`src/design/gpk_pkg.sv`:
```
// constants, carriers and helpers shared by the port k data block
package gpk_pkg;
   localparam int unsigned PIN_W = 16;
   localparam int unsigned BUS_W = 32;
   localparam int unsigned ADDR_W = 32;
   localparam int unsigned BE_W = 4;
   localparam int unsigned BYTE_W = 8;

   // register byte addresses
   localparam logic [ADDR_W-1:0] PIN_DATA_ADDR = 32'hFFFFF778;
   localparam logic [ADDR_W-1:0] PIN_DIR_ADDR = 32'hFFFFF77C;
   localparam logic [ADDR_W-1:0] PIN_FUNC_ADDR = 32'hFFFFF780;
   localparam logic [ADDR_W-1:0] BUS_GROUP_ADDR = 32'hFFFFF784;

   // reset values
   localparam logic [PIN_W-1:0] PIN_DATA_RST = 16'h0000;
   localparam logic [PIN_W-1:0] PIN_DIR_RST = 16'h0000;
   localparam logic [PIN_W-1:0] PIN_FUNC_RST = 16'h0000;
   localparam logic [PIN_W-1:0] BUS_GROUP_RST = 16'h0000;
   localparam logic [BUS_W-1:0] RDATA_IDLE = 32'h00000000;
   localparam logic [BUS_W-PIN_W-1:0] RDATA_PAD = 16'h0000;

   // byte lanes of the 16-bit register within the bus word
   localparam int unsigned LANE_LO = 0;
   localparam int unsigned LANE_HI = 1;

   // register bus request from the cpu side
   typedef struct packed {
      logic [ADDR_W-1:0] addr;
      logic [BUS_W-1:0] wdata;
      logic [BE_W-1:0] be;
      logic wr;
      logic rd;
   } gpk_bus_req_s;

   // alternate peripheral function feeding a pin
   typedef struct packed {
      logic [PIN_W-1:0] out;
      logic [PIN_W-1:0] oe;
   } gpk_alt_s;

   // merge write data into a 16-bit value, byte by byte
   function automatic logic [PIN_W-1:0] lane_merge(input logic [PIN_W-1:0] old,
                                                    input logic [PIN_W-1:0] wd,
                                                    input logic [BE_W-1:0] be);
      logic [PIN_W-1:0] r;
      r = old;
      if (be[LANE_LO]) begin
         r[BYTE_W-1:0] = wd[BYTE_W-1:0];
      end
      if (be[LANE_HI]) begin
         r[PIN_W-1:BYTE_W] = wd[PIN_W-1:BYTE_W];
      end
      return r;
   endfunction
endpackage

```
`src/design/gpk_lane_reg.sv`:
```
// 16-bit control register with byte-lane writes and synchronous clear
module gpk_lane_reg #(
   parameter logic [gpk_pkg::PIN_W-1:0] RST_VAL = gpk_pkg::PIN_DIR_RST
) (
   // clock and clear
   input wire logic clk,
   input wire logic clr,
   // write port
   input wire logic we,
   input wire logic [gpk_pkg::PIN_W-1:0] wdata,
   input wire logic [gpk_pkg::BE_W-1:0] be,
   // stored value
   output logic [gpk_pkg::PIN_W-1:0] value
);
   logic [gpk_pkg::PIN_W-1:0] val_q;

   // unaddressed byte keeps its contents on a byte write
   always_ff @(posedge clk) begin
      if (clr) begin
         val_q <= RST_VAL;
      end else if (we) begin
         val_q <= gpk_pkg::lane_merge(val_q, wdata, be);
      end
   end

   assign value = val_q;
endmodule

```
`src/design/gpk_pin_sync.sv`:
```
// three-stage pin synchroniser with agreement filter
module gpk_pin_sync (
   // clock and reset
   input wire logic clk,
   input wire logic rst,
   // raw pins and filtered level
   input wire logic [gpk_pkg::PIN_W-1:0] pin_raw,
   output logic [gpk_pkg::PIN_W-1:0] pin_level
);
   logic [gpk_pkg::PIN_W-1:0] s1_q;
   logic [gpk_pkg::PIN_W-1:0] s2_q;
   logic [gpk_pkg::PIN_W-1:0] s3_q;
   logic [gpk_pkg::PIN_W-1:0] lvl_q;

   // first stage feeds only the second; metastability settles there
   always_ff @(posedge clk) begin
      s1_q <= pin_raw;
      s2_q <= s1_q;
      s3_q <= s2_q;
   end

   // accept a change per bit only once stages two and three agree
   always_ff @(posedge clk) begin
      if (rst) begin
         lvl_q <= gpk_pkg::PIN_DATA_RST;
      end else begin
         lvl_q <= (lvl_q & ~(s2_q ~^ s3_q)) | (s3_q & (s2_q ~^ s3_q));
      end
   end

   assign pin_level = lvl_q;
endmodule

```
`src/design/gpk_port.sv`:
```
// port k data register, pin drive and output-disable gating
//
// Operation
// - a 16-bit read/write data register holds one bit per port pin, bit n for pin n.
// - on a general output pin the written data bit is driven onto the pin.
// - on a general output pin a read returns the stored bit whatever the pin shows.
// - on a general input pin a read returns the pin level, not the stored bit.
// - on a general input pin a write updates the stored bit but leaves the pin alone.
// - direction 0 with another function: reads give the pin, writes only store.
// - direction 1 with another function: reads give the stored bit, writes leave the pin.
// - the data register clears on power-on reset (not watchdog) and on hardware standby.
// - the data register keeps its value through software standby and sleep.
// - byte and halfword accesses are both accepted with the same timing.
// - output disable low floats the bus-group pins, high lets them drive.
// - the output disable acts only on bus-group pins set as general outputs.
// - the output disable gates the drivers combinationally, with no clocking.
module gpk_port (
   // clock and resets
   input wire logic clk,
   input wire logic rst,
   input wire logic wdt_reset,
   input wire logic hw_standby,
   // register bus
   input wire gpk_pkg::gpk_bus_req_s bus_req,
   output logic [gpk_pkg::BUS_W-1:0] bus_rdata,
   // alternate function
   input wire gpk_pkg::gpk_alt_s alt_in,
   // pins
   input wire logic [gpk_pkg::PIN_W-1:0] pin_in,
   output logic [gpk_pkg::PIN_W-1:0] pin_out,
   output logic [gpk_pkg::PIN_W-1:0] pin_oe,
   // output disable pin
   input wire logic output_disable_n
);
   logic [gpk_pkg::PIN_W-1:0] data_q;
   logic [gpk_pkg::PIN_W-1:0] data_d;
   logic [gpk_pkg::PIN_W-1:0] pin_direction_bits;
   logic [gpk_pkg::PIN_W-1:0] func_sel;
   logic [gpk_pkg::PIN_W-1:0] bus_group;
   logic [gpk_pkg::PIN_W-1:0] pin_level;
   logic [gpk_pkg::PIN_W-1:0] readback;
   logic [gpk_pkg::PIN_W-1:0] wlane;
   logic [gpk_pkg::PIN_W-1:0] pin_out_q;
   logic [gpk_pkg::PIN_W-1:0] oe_q;
   logic [gpk_pkg::PIN_W-1:0] gpo_q;
   logic [gpk_pkg::PIN_W-1:0] od_kill;
   logic [gpk_pkg::BUS_W-1:0] rdata_q;
   logic data_clr;
   logic cfg_clr;
   logic hit_data;
   logic hit_dir;
   logic hit_func;
   logic hit_group;
   logic hit_any;

   // address decode of the four word registers
   assign hit_data = bus_req.addr == gpk_pkg::PIN_DATA_ADDR;
   assign hit_dir = bus_req.addr == gpk_pkg::PIN_DIR_ADDR;
   assign hit_func = bus_req.addr == gpk_pkg::PIN_FUNC_ADDR;
   assign hit_group = bus_req.addr == gpk_pkg::BUS_GROUP_ADDR;
   assign hit_any = hit_data | hit_dir | hit_func | hit_group;
   assign wlane = bus_req.wdata[gpk_pkg::PIN_W-1:0];

   // watchdog reset leaves the data alone but reloads configuration
   assign data_clr = rst | hw_standby;
   assign cfg_clr = rst | hw_standby | wdt_reset;

   // the store is written whatever the pin function is
   always_comb begin
      data_d = data_q;
      if (bus_req.wr && hit_data) begin
         data_d = gpk_pkg::lane_merge(data_q, wlane, bus_req.be);
      end
   end

   // software standby and sleep have no path here, so contents survive them
   always_ff @(posedge clk) begin
      if (data_clr) begin
         data_q <= gpk_pkg::PIN_DATA_RST;
      end else begin
         data_q <= data_d;
      end
   end

   // direction: 1 = output
   gpk_lane_reg #(
      .RST_VAL(gpk_pkg::PIN_DIR_RST)
   ) u_dir (
      .clk(clk),
      .clr(cfg_clr),
      .we(bus_req.wr && hit_dir),
      .wdata(wlane),
      .be(bus_req.be),
      .value(pin_direction_bits)
   );

   // function select: 1 = pin serves the alternate function
   gpk_lane_reg #(
      .RST_VAL(gpk_pkg::PIN_FUNC_RST)
   ) u_func (
      .clk(clk),
      .clr(cfg_clr),
      .we(bus_req.wr && hit_func),
      .wdata(wlane),
      .be(bus_req.be),
      .value(func_sel)
   );

   // marks pins that carry address or data bus lines
   gpk_lane_reg #(
      .RST_VAL(gpk_pkg::BUS_GROUP_RST)
   ) u_group (
      .clk(clk),
      .clr(cfg_clr),
      .we(bus_req.wr && hit_group),
      .wdata(wlane),
      .be(bus_req.be),
      .value(bus_group)
   );

   // pins pass the three-stage filter before software sees them
   gpk_pin_sync u_sync (
      .clk(clk),
      .rst(rst),
      .pin_raw(pin_in),
      .pin_level(pin_level)
   );

   // read source per bit depends on direction only
   assign readback = (pin_direction_bits & data_q) | (~pin_direction_bits & pin_level);

   // read data stand for the single cycle after the strobe; unmapped reads give zero
   always_ff @(posedge clk) begin
      if (rst) begin
         rdata_q <= gpk_pkg::RDATA_IDLE;
      end else if (bus_req.rd && hit_data) begin
         rdata_q <= {gpk_pkg::RDATA_PAD, readback};
      end else if (bus_req.rd && hit_dir) begin
         rdata_q <= {gpk_pkg::RDATA_PAD, pin_direction_bits};
      end else if (bus_req.rd && hit_func) begin
         rdata_q <= {gpk_pkg::RDATA_PAD, func_sel};
      end else if (bus_req.rd && hit_group) begin
         rdata_q <= {gpk_pkg::RDATA_PAD, bus_group};
      end else begin
         rdata_q <= gpk_pkg::RDATA_IDLE;
      end
   end

   // output value: stored bit for general pins, alternate value otherwise
   always_ff @(posedge clk) begin
      if (rst) begin
         pin_out_q <= gpk_pkg::PIN_DATA_RST;
      end else begin
         pin_out_q <= (~func_sel & data_q) | (func_sel & alt_in.out);
      end
   end

   // drive enable: general pins drive only as outputs, input writes never drive
   always_ff @(posedge clk) begin
      if (rst) begin
         oe_q <= gpk_pkg::PIN_DIR_RST;
         gpo_q <= gpk_pkg::PIN_DIR_RST;
      end else begin
         oe_q <= (~func_sel & pin_direction_bits) | (func_sel & alt_in.oe);
         gpo_q <= ~func_sel & pin_direction_bits & bus_group;
      end
   end

   // disable pin is used raw: it must float the bus even with the clock stopped,
   // at the cost of the enable output not coming straight from a flip-flop
   assign od_kill = gpo_q & {gpk_pkg::PIN_W{~output_disable_n}};

   assign pin_oe = oe_q & ~od_kill;
   assign pin_out = pin_out_q;
   assign bus_rdata = rdata_q;

   // read of the data word picks stored bit or pin per direction
   read_source_a: assert property (
      @(posedge clk) disable iff (rst)
      $past(bus_req.rd && hit_data) |->
         rdata_q[gpk_pkg::PIN_W-1:0] ==
         (($past(pin_direction_bits) & $past(data_q)) |
          (~$past(pin_direction_bits) & $past(pin_level))))
      else $error("data read returned wrong source");

   // input direction reads follow the filtered pin even when a function owns it
   input_read_a: assert property (
      @(posedge clk) disable iff (rst)
      ($past(bus_req.rd && hit_data) && $past(pin_direction_bits) == gpk_pkg::PIN_DIR_RST) |->
         rdata_q[gpk_pkg::PIN_W-1:0] == $past(pin_level))
      else $error("input read did not return pin level");

   // a halfword write lands whole on the next edge
   word_write_a: assert property (
      @(posedge clk) disable iff (rst || hw_standby)
      (bus_req.wr && hit_data && bus_req.be[gpk_pkg::LANE_HI:gpk_pkg::LANE_LO] == 2'h3) |=>
         data_q == $past(wlane))
      else $error("halfword write not stored");

   // a low-byte write leaves the high byte untouched
   byte_write_a: assert property (
      @(posedge clk) disable iff (rst || hw_standby)
      (bus_req.wr && hit_data && bus_req.be[gpk_pkg::LANE_HI:gpk_pkg::LANE_LO] == 2'h1) |=>
         data_q[gpk_pkg::PIN_W-1:gpk_pkg::BYTE_W] ==
         $past(data_q[gpk_pkg::PIN_W-1:gpk_pkg::BYTE_W]) &&
         data_q[gpk_pkg::BYTE_W-1:0] == $past(wlane[gpk_pkg::BYTE_W-1:0]))
      else $error("byte write disturbed other byte");

   // power-on reset and hardware standby clear the data, watchdog reset does not
   data_clear_a: assert property (
      @(posedge clk)
      $past(rst || hw_standby) |-> data_q == gpk_pkg::PIN_DATA_RST)
      else $error("data register not cleared");

   // after two cycles running without writes or clears the data hold on the next edge
   data_hold_a: assert property (
      @(posedge clk) disable iff (rst || hw_standby)
      (!(bus_req.wr && hit_data))[*2] |=> $stable(data_q))
      else $error("data register changed without a write");

   // general output pins carry the stored bit one cycle later
   gen_drive_a: assert property (
      @(posedge clk) disable iff (rst)
      !$past(rst) |->
         pin_out_q == (($past(~func_sel) & $past(data_q)) |
                       ($past(func_sel) & $past(alt_in.out))))
      else $error("pin output does not follow source");

   // general input pins never drive
   input_float_a: assert property (
      @(posedge clk) disable iff (rst)
      !$past(rst) |->
         (pin_oe & $past(~func_sel & ~pin_direction_bits)) == gpk_pkg::PIN_DIR_RST)
      else $error("general input pin is driven");

   // disable low floats every bus-group general output at once
   od_float_a: assert property (
      @(posedge clk) disable iff (rst)
      !output_disable_n |-> (pin_oe & gpo_q) == gpk_pkg::PIN_DIR_RST)
      else $error("bus pin driven while disabled");

   // disable never touches pins outside the gated set
   od_scope_a: assert property (
      @(posedge clk) disable iff (rst)
      (pin_oe & ~gpo_q) == (oe_q & ~gpo_q))
      else $error("disable gated a pin it must not");

   // unmapped reads answer zero
   unmapped_read_a: assert property (
      @(posedge clk) disable iff (rst)
      (bus_req.rd && !hit_any) |=> rdata_q == gpk_pkg::RDATA_IDLE)
      else $error("unmapped read not zero");

   // a function-owned input pin still reads back its filtered level
   func_in_read_a: assert property (
      @(posedge clk) disable iff (rst)
      $past(bus_req.rd && hit_data) |->
         (rdata_q[gpk_pkg::PIN_W-1:0] & $past(func_sel & ~pin_direction_bits)) ==
         ($past(pin_level) & $past(func_sel & ~pin_direction_bits)))
      else $error("function input pin read wrong");

   // a function-owned output pin reads back the stored bit
   func_out_read_a: assert property (
      @(posedge clk) disable iff (rst)
      $past(bus_req.rd && hit_data) |->
         (rdata_q[gpk_pkg::PIN_W-1:0] & $past(func_sel & pin_direction_bits)) ==
         ($past(data_q) & $past(func_sel & pin_direction_bits)))
      else $error("function output pin read wrong");

   // function-owned pins carry the function value, never the stored bit
   func_pin_a: assert property (
      @(posedge clk) disable iff (rst)
      !$past(rst) |->
         (pin_out_q & $past(func_sel)) == $past(alt_in.out & func_sel))
      else $error("stored bit reached a function pin");

   // a watchdog reset alone leaves the data register as it was
   wdt_keep_a: assert property (
      @(posedge clk) disable iff (rst || hw_standby)
      (wdt_reset && !(bus_req.wr && hit_data)) |=> $stable(data_q))
      else $error("watchdog reset changed the data");

   // read data stand one cycle only and rest at zero otherwise
   rdata_idle_a: assert property (
      @(posedge clk) disable iff (rst)
      !$past(bus_req.rd) |-> rdata_q == gpk_pkg::RDATA_IDLE)
      else $error("read data outside the answer cycle");

   // disable high leaves every registered enable as it is
   od_release_a: assert property (
      @(posedge clk) disable iff (rst)
      output_disable_n |-> pin_oe == oe_q)
      else $error("enable gated while disable is high");

   // disable low gates the enables in the same cycle, no flop between
   od_now_a: assert property (
      @(posedge clk) disable iff (rst)
      !output_disable_n |-> pin_oe == (oe_q & ~gpo_q))
      else $error("disable gating lags the pin");

   // a high-byte write leaves the low byte untouched
   byte_hi_write_a: assert property (
      @(posedge clk) disable iff (rst || hw_standby)
      (bus_req.wr && hit_data && bus_req.be[gpk_pkg::LANE_HI:gpk_pkg::LANE_LO] == 2'h2) |=>
         data_q[gpk_pkg::BYTE_W-1:0] == $past(data_q[gpk_pkg::BYTE_W-1:0]) &&
         data_q[gpk_pkg::PIN_W-1:gpk_pkg::BYTE_W] ==
         $past(wlane[gpk_pkg::PIN_W-1:gpk_pkg::BYTE_W]))
      else $error("high byte write disturbed low byte");
endmodule

```
`config.mk`:
```
export PLATFORM = sky130hd
export DESIGN_NAME = gpk_port
export DESIGN_NICKNAME = d
export VERILOG_FILES = /design/src/design/gpk_pkg.sv /design/src/design/gpk_lane_reg.sv /design/src/design/gpk_pin_sync.sv /design/src/design/gpk_port.sv
export SDC_FILE = /design/constraint.sdc
export NUM_CORES = 1
export LEC_CHECK = 0
export BUFFER_PORTS_ARGS = -buffer_cell sky130_fd_sc_hd__buf_4
export CORE_MARGIN = 5
export CORE_UTILIZATION = 35
export CTS_BUF_LIST = sky130_fd_sc_hd__clkbuf_4
export DETAILED_ROUTE_END_ITERATION = 10
export HOLD_SLACK_MARGIN = 0.15
export MAX_ROUTING_LAYER = met4
export PLACE_DENSITY = 0.55
export RECOVER_POWER = 50
export SYNTH_ARGS = -nofsm -noshare
export SYNTH_HDL_FRONTEND = slang
export SYNTH_SLANG_ARGS = --single-unit
```
`constraint.sdc`:
```
create_clock -name clk -period 2.46 [get_ports clk]
set_clock_uncertainty 0.15 [all_clocks]
set_input_delay 0.492 -clock clk [delete_from_list [all_inputs] [get_ports clk]]
set_output_delay 0.492 -clock clk [all_outputs]
set_load 0.01 [all_outputs]
```
==> results of run 1 <==
==> metrics by stage <==
stage / total power (W) / hold slack [ps] / util (%) / cells
after floorplan: 0.00337 / 160 / - / 679
after global placement: 0.00354 / 160 / 43.1 / 1067
after detailed placement: 0.00355 / 162 / 43.1 / 1067
after CTS: 0.00530 / 178 / 48.4 / 1174
after global routing: 0.00546 / 170 / 48.2 / 1175
final: 0.00523 / 181 / 48.2 / 1175
==> per-layer routing <==
| layer | track usage [%] | part of all wire (%) | wire length, um | vias to the layer above |
|---|---|---|---|---|
| li1 | - | - | - | 2799 |
| met1 | 22.9 | 45 | 8800 | 2613 |
| met2 | 27.3 | 46 | 8890 | 220 |
| met3 | 5.42 | 8.1 | 1580 | 23 |
| met4 | 4.80 | 1.3 | 254 | 0 |
| met5 | - | 0 | 0 | - |
==> report_power, final <==
group          switching (W)  internal (W)  total [W]  leakage [nW]
registers          0.0000317       0.00317    0.00320          1.57
logic               0.000155      0.000207   0.000361          1.86
clock network        0.00105      0.000614    0.00166         0.152
==> state kept, by name (all words and copies together), names as in the netlist, named ones only <==
| name | cells |
|---|---|
| bus_rdata | 16 |
| data_q | 16 |
| gpo_q | 16 |
| oe_q | 16 |
| pin_out | 16 |
| u_dir.value | 16 |
| u_func.value | 16 |
| u_group.value | 16 |
| u_sync.s1_q | 16 |
| u_sync.s2_q | 16 |
| u_sync.s3_q | 16 |
==> cells in the mapped netlist <==
| master | number |
|---|---|
| buf_1 | 1 |
| nor4b_1 | 1 |
| o21ai_0 | 64 |
| nand3_4 | 1 |
| buf_6 | 2 |
| clkbuf_1 | 18 |
| nor4bb_1 | 16 |
| a22oi_1 | 16 |
| nor2_4 | 1 |
| buf_2 | 13 |
| mux2i_1 | 64 |
| inv_1 | 2 |
| or2_2 | 1 |
| a21boi_0 | 16 |
| nor4_4 | 2 |
| nor4_2 | 1 |
| nor2_1 | 50 |
| buf_4 | 19 |
| nand4b_1 | 1 |
| or3_1 | 1 |
| and3_1 | 1 |
| o21a_1 | 16 |
| nand3_1 | 48 |
| nand4_2 | 2 |
| nand4_1 | 10 |
| conb_1 | 1 |
| a21oi_1 | 32 |
| or2_1 | 1 |
| nor3_1 | 2 |
| and4_2 | 2 |
| dlygate4sd1_1 | 1 |
| a211oi_4 | 1 |
| nand2_1 | 49 |
| and2_1 | 1 |
| a211oi_2 | 9 |
| a211oi_1 | 6 |
| dfxtp_1 | 192 |
==> cell families (layout without fill, tap and decap cells) <==
family / after synthesis / in the layout / synth area share [%]
flops: 192 / 192 / 56.1
simple gates: 191 / 191 / 14.9
compound gates: 160 / 160 / 14.9
mux: 64 / 64 / 9.36
buf+inv: 56 / 286 / 4.64
other cells: 1 / 17 / 0.0548
==> placed cells by master, fill, tap and decap left out, types with 4 or more instances in the layout <==
cell type | Yosys | layout
dfxtp_1 | 192 | 192
buf_4 | 19 | 146
dlygate4sd3_1 | 0 | 75
mux2i_1 | 64 | 64
o21ai_0 | 64 | 64
nor2_1 | 50 | 49
nand2_1 | 49 | 49
nand3_1 | 48 | 48
clkbuf_4 | 0 | 34
a21oi_1 | 32 | 32
a21boi_0 | 16 | 16
a22oi_1 | 16 | 16
o21a_1 | 16 | 16
nor4bb_1 | 16 | 16
conb_1 | 1 | 16
nand4_1 | 10 | 10
a211oi_2 | 9 | 9
clkbuf_1 | 18 | 9
a211oi_1 | 6 | 6
buf_12 | 0 | 6
clkinv_1 | 0 | 4
inv_6 | 0 | 4
==> cell type report <==
| cell class | count | area, um2 | area share, % |
|---|---|---|---|
| inverters | 2 | 7.51 | 0.0805 |
| well taps | 265 | 332 | 3.55 |
| clock buffers | 18 | 135 | 1.45 |
| diodes | 1 | 2.50 | 0.0268 |
| flip-flops and latches | 192 | 3840 | 41.2 |
| multi-input cells | 431 | 2750 | 29.5 |
| repair buffers | 252 | 2120 | 22.7 |
| clock inverters | 14 | 138 | 1.48 |
==> worst paths after layout <==
check	endpoint	slack, ps
setup / recovery	u_func.value[2]	350
hold / removal	u_sync.s2_q[12]	180
setup reg to reg	pin_out[9]	830
hold reg to reg	u_sync.s2_q[12]	180
==> what timing repair did <==
item	4_1_cts	5_1_grt
endpoints found under the hold margin	126	0
hold buffers	75	0
gates resized for setup	0	0
==> critical path, delay by kind of cell <==
family / cells / cell delay, ps
AOI/OAI and AO/OA: 1 / 210
buffers and inverters: 3 / 1110
and+or+nand+nor: 3 / 620
==> results_dict.tcl, run 1 <==
set metrics [dict create \
    grt_max_degree 41 \
    crit_fanout 40 \
    synthCells 664 \
    nNetsFinal 1019 \
    fill_cells 1814 \
    coreArea_mm2 0.0193 \
    cts_max_path_buffers 2 \
    numPortBuffers 152 \
    grt-ovfl-total 0 \
    insertion_delay_ps 580 \
    rows 51 \
    synth_seq_area_share_pct 56.1 \
    period_needed_ps 2110 \
    holdCritPathClass "reg -> reg" \
    placed_cell_area_mm2 0.00834 \
    rsz0062_at_grt "no" \
    synth_top_cell_area_share_pct 56.1 \
    drv_slew 0 \
    die-area_mm2 0.0225 \
    crit_path_start "rst" \
    crit_type "in -> reg" \
    area_growth_pct 36.2 \
    postCtsSetupBuffers 0 \
    synth_warnings 0 \
    ys_ff_latch 192 \
    cts_made_buffers 17 \
    dp.final_hpwl_um 13800 \
    reg2reg_depth 3 \
    yosysUniqueCellTypes 37 \
    stdcell_area_mm2 0.00933 \
    clockRootBuffer "clkbuf_4" \
    fp.dieH_um 150 \
    maxCapViolCount 0 \
    crit_slowest_cell "dlygate4sd3_1" \
    wl_per_cell_um 16.6 \
    worstMarginPinSlew_ps 1000 \
    crit_path_end_kind "flip-flop" \
    power.leakage_nw 3.58 \
    critPathMaxStageDelay_ps 530 \
    slew_headroom_pct 33.1 \
    status "finished, final reports clean" \
    period_share_pct 85.8 \
    start_kind "input pin" \
    antenna_found_initial 1 \
    drive_above_1_share_pct 23.9 \
    path_clk_slew_ps 150 \
    io_pins 187 \
    die_w_um 150 \
    r2r_start "u_func.value[9]" \
    routed_wl_um 19500 \
    path_cells "dlygate4sd3_1 -> buf_4 -> or2_2 -> nor2_4 -> buf_4 -> nand2_1 -> o21ai_0" \
    setup_violations 0 \
    setup_tns_ps 0 \
    grt_pass1_wl_um 29800 \
    initial_core_util_pct 35.4 \
    viasPerCell 4.81 \
    crit_required_ps 2810 \
    place_worst_setup_slack_ps -0.255 \
    dr.pass1.iters 5 \
    num_vias 5655 \
    drt-initial-drc-count 366 \
    drcViolationCount 0 \
    grt_pass1_vias 5574 \
    ant_nets 0 \
    grtUsageTotal_pct 17.8 \
    cts_tree "built" \
    htree_levels 4 \
    whs_path_depth 0 \
    cp_common_cell "buf_4" \
    max_clock_freq_ghz 0.474 \
    synth_top_area_cell "dfxtp_1" \
    cp_data_arrival_time_ps 2460 \
    gp_congestion 0.834 \
    cts_num_sinks 192 \
    syn_area_per_cell_um2 10.3 \
    powerDensity_mw_per_mm2 560 \
    syn_area_mm2 0.00685 \
    synthTopCellsByArea "dfxtp_1, mux2i_1, o21ai_0, nand3_1, nor2_1" \
    hp-start "u_sync.s1_q[12]" \
    finalHoldViolations 0 \
    worst_slack_ps 350 \
    ir_drop_v 0.000233 \
]
Power figures use the tool's default switching activity.
==> run 2, diff against run 1 <==
--- a/config.mk
+++ b/config.mk
@@ -12,8 +12,9 @@
 export DETAILED_ROUTE_END_ITERATION = 10
 export HOLD_SLACK_MARGIN = 0.15
 export MAX_ROUTING_LAYER = met4
-export PLACE_DENSITY = 0.55
+export PLACE_DENSITY = 0.54
 export RECOVER_POWER = 50
 export SYNTH_ARGS = -nofsm -noshare
 export SYNTH_HDL_FRONTEND = slang
+export SYNTH_HIERARCHICAL = 1
 export SYNTH_SLANG_ARGS = --single-unit
==> results_dict.tcl, run 2 <==
set metrics [dict create \
    status "finished, final reports clean" \
    synthTopCellsByArea "dfxtp_1, mux2i_1, a21bo_2, nand3_1, a21oi_1" \
    num_vias 5914 \
    numPortBuffers 152 \
    die-area_mm2 0.0245 \
    ant_nets 0 \
    clockRootBuffer "clkbuf_4" \
    maxCapViolCount 0 \
    powerDensity_mw_per_mm2 543 \
    drcViolationCount 0 \
    dominantRegCellSynth "dfxtp_1" \
    max_clock_freq_ghz 0.475 \
    area_growth_pct 31.0 \
    grt_max_degree 49 \
    initial_core_util_pct 35.6 \
    setup_violations 0 \
    holdCritPathClass "reg -> reg" \
    finalHoldViolations 0 \
    grtUsageTotal_pct 16.9 \
    syn_area_per_cell_um2 10.6 \
    synthCells 707 \
    stdcell_area_mm2 0.00984 \
    ir_drop_v 0.000265 \
    nNetsFinal 1051 \
    cp_data_arrival_time_ps 2410 \
    io_pins 187 \
    setup_tns_ps 0 \
    synth_seq_area_share_pct 51.2 \
    worstMarginPinSlew_ps 1010 \
    crit_path_end_kind "flip-flop" \
    final_common_cell "dfxtp_1" \
    die_w_um 156 \
    start_kind "input pin" \
    coreArea_mm2 0.0211 \
    drive_above_1_share_pct 26.9 \
    crit_fanout 43 \
    wl_per_cell_um 16.6 \
    slew_headroom_pct 32.7 \
    yosysUniqueCellTypes 41 \
    cts_hold_buf 76 \
    cts_max_path_buffers 2 \
    routed_wl_um 20300 \
    path_clk_slew_ps 160 \
    insertion_delay_ps 570 \
    power.leakage_nw 3.72 \
    grt_pass1_vias 5692 \
    crit_required_ps 2760 \
    cts_num_sinks 192 \
    cts_made_buffers 17 \
    drt-initial-drc-count 397 \
    critPathMaxStageDelay_ps 580 \
    rows 53 \
    post_cts_resized 0 \
    synth_top_area_cell "dfxtp_1" \
    crit_type "in -> reg" \
    synth_common_cells "dfxtp_1, mux2i_1, nand2_1" \
    htree_levels 4 \
    drv_slew 0 \
    dp.final_hpwl_um 13500 \
    fp.dieH_um 156 \
    period_share_pct 85.7 \
    period_needed_ps 2110 \
    gp_congestion 0.742 \
    crit_slowest_cell "clkbuf_2" \
    rsz0062_at_grt "no" \
    viasPerCell 4.86 \
    syn_area_mm2 0.00751 \
    cts_tree "built" \
    synth-edff-count 0 \
    synth_warnings 6 \
    fill_cells 2038 \
    placed_cell_area_mm2 0.00884 \
    synth_most_common_cell "dfxtp_1" \
    ys_ff_latch 192 \
    antenna_found_initial 1 \
    dr.pass1.iters 5 \
    ys_async_sr_fraction_pct 0 \
    final_cell_mix "dfxtp_1, buf_4, dlygate4sd3_1" \
    path_cells "dlygate4sd3_1 -> buf_4 -> clkbuf_2 -> nor4bb_1" \
    postCtsSetupBuffers 0 \
    synth_top_cell_area_share_pct 51.2 \
    grt-ovfl-total 0 \
    grt_pass1_wl_um 31600 \
]
==> run 2: final timing paths <==
path	startpoint	endpoint	slack, ps	cells past startpoint
worst max-delay path	rst	gpo_q[13]	350	4
worst min-delay path	u_sync/s1_q[1]	u_sync/s2_q[1]	180	0
worst max register to register	u_func/value[3]	pin_out[3]	810	3
worst min register to register	u_sync/s1_q[1]	u_sync/s2_q[1]	180	0
==> run 2: area by class of cell <==
type | count | area, um2 | area share, %
clock inverters | 14 | 155 | 1.58
repair buffers | 253 | 2130 | 21.6
multi-input cells | 461 | 3220 | 32.7
diodes | 1 | 2.50 | 0.0254
inverters | 3 | 11.3 | 0.114
clock buffers | 18 | 135 | 1.37
well taps | 275 | 344 | 3.50
flip-flops and latches | 192 | 3840 | 39.1
==> run 2: through the flow <==
step / hold slack [ps] / total power (W) / cells / setup WS (ps) / utilization [%]
2_1_floorplan: 160 / 0.00343 / 722 / 23.9 / -
3_3_place_gp: 160 / 0.00359 / 1108 / 51.8 / 41.9
3_5_place_dp: 162 / 0.00359 / 1108 / 17.1 / 41.9
4_1_cts: 186 / 0.00543 / 1216 / 432 / 46.9
5_1_grt: 187 / 0.00557 / 1217 / 244 / 46.7
6_report: 183 / 0.00534 / 1217 / 353 / 46.7
==> run 2: per-layer routing <==
layer / GRT usage, % / share of wire (%)
met1: 23.1 / 47
met5: - / 0
met4: 3.88 / 1.1
met3: 4.15 / 7.1
met2: 25.5 / 44
==> run 2: cell families after synthesis <==
| kind of cell | synth area share, % |
|---|---|
| AO/OA/AOI/OAI | 18.8 |
| AND/OR/NAND/NOR | 14.7 |
| flip-flops | 51.2 |
| other | 0.0499 |
| buffers and inverters | 6.78 |
| multiplexers | 8.53 |
==> run 2: critical path: cells and delay by family <==
kind / cells / cell delay, ps
buffers and inverters: 3 / 1350
AND/OR/NAND/NOR: 1 / 510
==> run 2: report_power, final <==
| group | total [W] | internal (W) | switching, W |
|---|---|---|---|
| combinational | 0.000405 | 0.000214 | 0.000191 |
| clock | 0.00174 | 0.000634 | 0.00111 |
| sequential | 0.00320 | 0.00317 | 0.0000265 |
| total | 0.00534 | 0.00402 | 0.00132 |
==> run 3, diff against run 2 <==
--- a/config.mk
+++ b/config.mk
@@ -5,6 +5,7 @@
 export SDC_FILE = /design/constraint.sdc
 export NUM_CORES = 1
 export LEC_CHECK = 0
+export ABC_AREA = 1
 export BUFFER_PORTS_ARGS = -buffer_cell sky130_fd_sc_hd__buf_4
 export CORE_MARGIN = 5
 export CORE_UTILIZATION = 35
==> results_dict.tcl, run 3 <==
set metrics [dict create \
    nNetsFinal 1353 \
    antenna_found_initial 1 \
    synth_most_common_cell "nand2_1" \
    grt_pass1_vias 6398 \
    grt_pass1_wl_um 34700 \
    cts_max_path_buffers 2 \
    crit_path_end_kind "output pin" \
    hold_ws_ps 184 \
    crit_required_ps 1820 \
    ys_async_sr_fraction_pct 0 \
    ys_ff_latch 192 \
    syn_area_mm2 0.00769 \
    place_worst_setup_slack_ps 91.1 \
    ir_drop_v 0.000263 \
    io_pins 187 \
    finalHoldViolations 0 \
    synth_warnings 6 \
    status "finished, final reports clean" \
    num_vias 6864 \
    wl_per_cell_um 14.8 \
    die_w_um 158 \
    dominantRegCellSynth "dfxtp_1" \
    drive_above_1_share_pct 20.4 \
    cts_tree "built" \
    cts_made_buffers 17 \
    cp_top_family "flip-flops" \
    crit_buf_inv 1 \
    slew_headroom_pct 19.4 \
    drcViolationCount 0 \
    dp.final_hpwl_um 16200 \
    max_clock_freq_ghz 0.492 \
    r2r_slack_ps 810 \
    cp_data_arrival_time_ps 1390 \
    setup_tns_ps 0 \
    power.leakage_nw 4.48 \
    fin_cells 1524 \
    crit_type "reg -> out" \
    grt_max_degree 49 \
    final_cell_mix "nand2_1, dfxtp_1, nor2_1" \
    htree_levels 4 \
    area_growth_pct 31.3 \
    synth_top_area_cell "dfxtp_1" \
    rows 54 \
    yosysUniqueCellTypes 30 \
    synth_top_cell_area_share_pct 50.0 \
    holdCritPathClass "reg -> reg" \
    setup_violations 0 \
    final_common_cell "nand2_1" \
    critPathMaxStageDelay_ps 340 \
    synth_seq_area_share_pct 50.0 \
    syn_area_per_cell_um2 7.73 \
    synth_common_cells "nand2_1, dfxtp_1, nor2_1" \
    fill_cells 2206 \
    period_needed_ps 2030 \
    clockRootBuffer "clkbuf_4" \
    routed_wl_um 22600 \
    gp_congestion 0.878 \
    place_inst 1410 \
    fp.dieH_um 158 \
    powerDensity_mw_per_mm2 537 \
    multi_input_comb_area_mm2 0.00308 \
    insertion_delay_ps 580 \
    period_share_pct 82.5 \
    cts_num_sinks 192 \
    path_cells "a21boi_0 -> buf_4" \
    worst_slack_ps 430 \
    postCtsSetupBuffers 0 \
    grtUsageTotal_pct 18.5 \
    dr.pass1.iters 6 \
    numPortBuffers 152 \
    maxCapViolCount 0 \
    crit_fanout 1 \
    worstMarginPinSlew_ps 1210 \
    synth-edff-count 0 \
    viasPerCell 4.50 \
    final_util_pct 46.4 \
    initial_core_util_pct 35.3 \
    path_clk_slew_ps 160 \
    die-area_mm2 0.0250 \
    coreArea_mm2 0.0218 \
    ant_nets 0 \
    drv_slew 0 \
    start_kind "flip-flop" \
    grt-ovfl-total 0 \
    synthTopCellsByArea "dfxtp_1, nand2_1, nor2_1, inv_1, a21oi_1" \
    rsz0062_at_grt "no" \
    drt-initial-drc-count 546 \
    synthCells 995 \
    crit_slowest_cell "dfxtp_1" \
    regArea_mm2 0.00384 \
]
## run 3: cell types whose count changed in the layout (fill, tap and decap cells not counted), sizes merged, moves of 16 or more
| cell | delta |
|---|---|
| nor2 | +167 |
| nand2 | +196 |
| a221oi | -16 |
| nor4bb | -16 |
| inv | +110 |
| nand4 | +27 |
| mux2i | -56 |
| a22oi | -16 |
| o21ai | +24 |
| o2111ai | +16 |
| nand3 | -45 |
| and3b | -16 |
| a21bo | -48 |
## run 3: timing repair
| action | in CTS | in global routing |
|---|---|---|
| hold buffers | 81 | 0 |
| resized for setup | 0 | 0 |
| hold endpoints to repair | 114 | 0 |
## run 3: routing by layer
layer / global-route usage [%] / wire, um / vias to the layer above
met1: 25.8 / 10800 / 3022
met4: 6.13 / 482 / 0
met2: 27.0 / 9680 / 226
met5: - / 0 / -
met3: 3.39 / 1630 / 31
li1: - / - / 3585
## run 3: report_power, final
group          switching, W  internal [W]
sequential        0.0000291       0.00317
clock               0.00118      0.000640
combinational      0.000198      0.000213
## run 3: metrics by stage
stage | power (W) | instance area, um2
2_1_floorplan | 0.00342 | 7740
3_3_place_gp | 0.00360 | 9020
3_5_place_dp | 0.00360 | 9020
4_1_cts | 0.00551 | 10100
5_1_grt | 0.00567 | 10100
6_report | 0.00542 | 10100
## run 3: area by class of cell
type | count | share of cell area, %
Timing Repair Buffer | 250 | 20.7
Antenna cell | 1 | 0.0248
Multi-Input combinational cell | 657 | 30.5
Tap cell | 280 | 3.47
Clock inverter | 15 | 1.75
Inverter | 112 | 4.16
Sequential cell | 192 | 38.1
Clock buffer | 17 | 1.26
## run 3: cell families (layout without fill, tap and decap cells)
group / Yosys count / count (layout) / share of synthesized area [%]
flip-flops: 192 / 192 / 50.0
buffers and inverters: 161 / 394 / 10.4
AND/OR/NAND/NOR: 489 / 489 / 27.3
other: 1 / 17 / 0.0488
AO/OA/AOI/OAI: 144 / 144 / 11.2
multiplexers: 8 / 8 / 1.04
## run 3: path summary, 6_finish.rpt
kind / to / startpoint / cells past startpoint
hold / removal: u_sync/s2_q[7] / u_sync/s1_q[7] / 0
setup / recovery: pin_oe[7] / oe_q[7] / 2
hold reg to reg: u_sync/s2_q[7] / u_sync/s1_q[7] / 0
setup reg to reg: oe_q[8] / u_func/value[8] / 4
## run 3: worst reg2reg max path: cells and delay by family (launching register included)
| kind | cells | cell delay (ps) |
|---|---|---|
| simple gates | 1 | 150 |
| compound gates | 1 | 80 |
| flops | 1 | 480 |
| buf+inv | 2 | 700 |
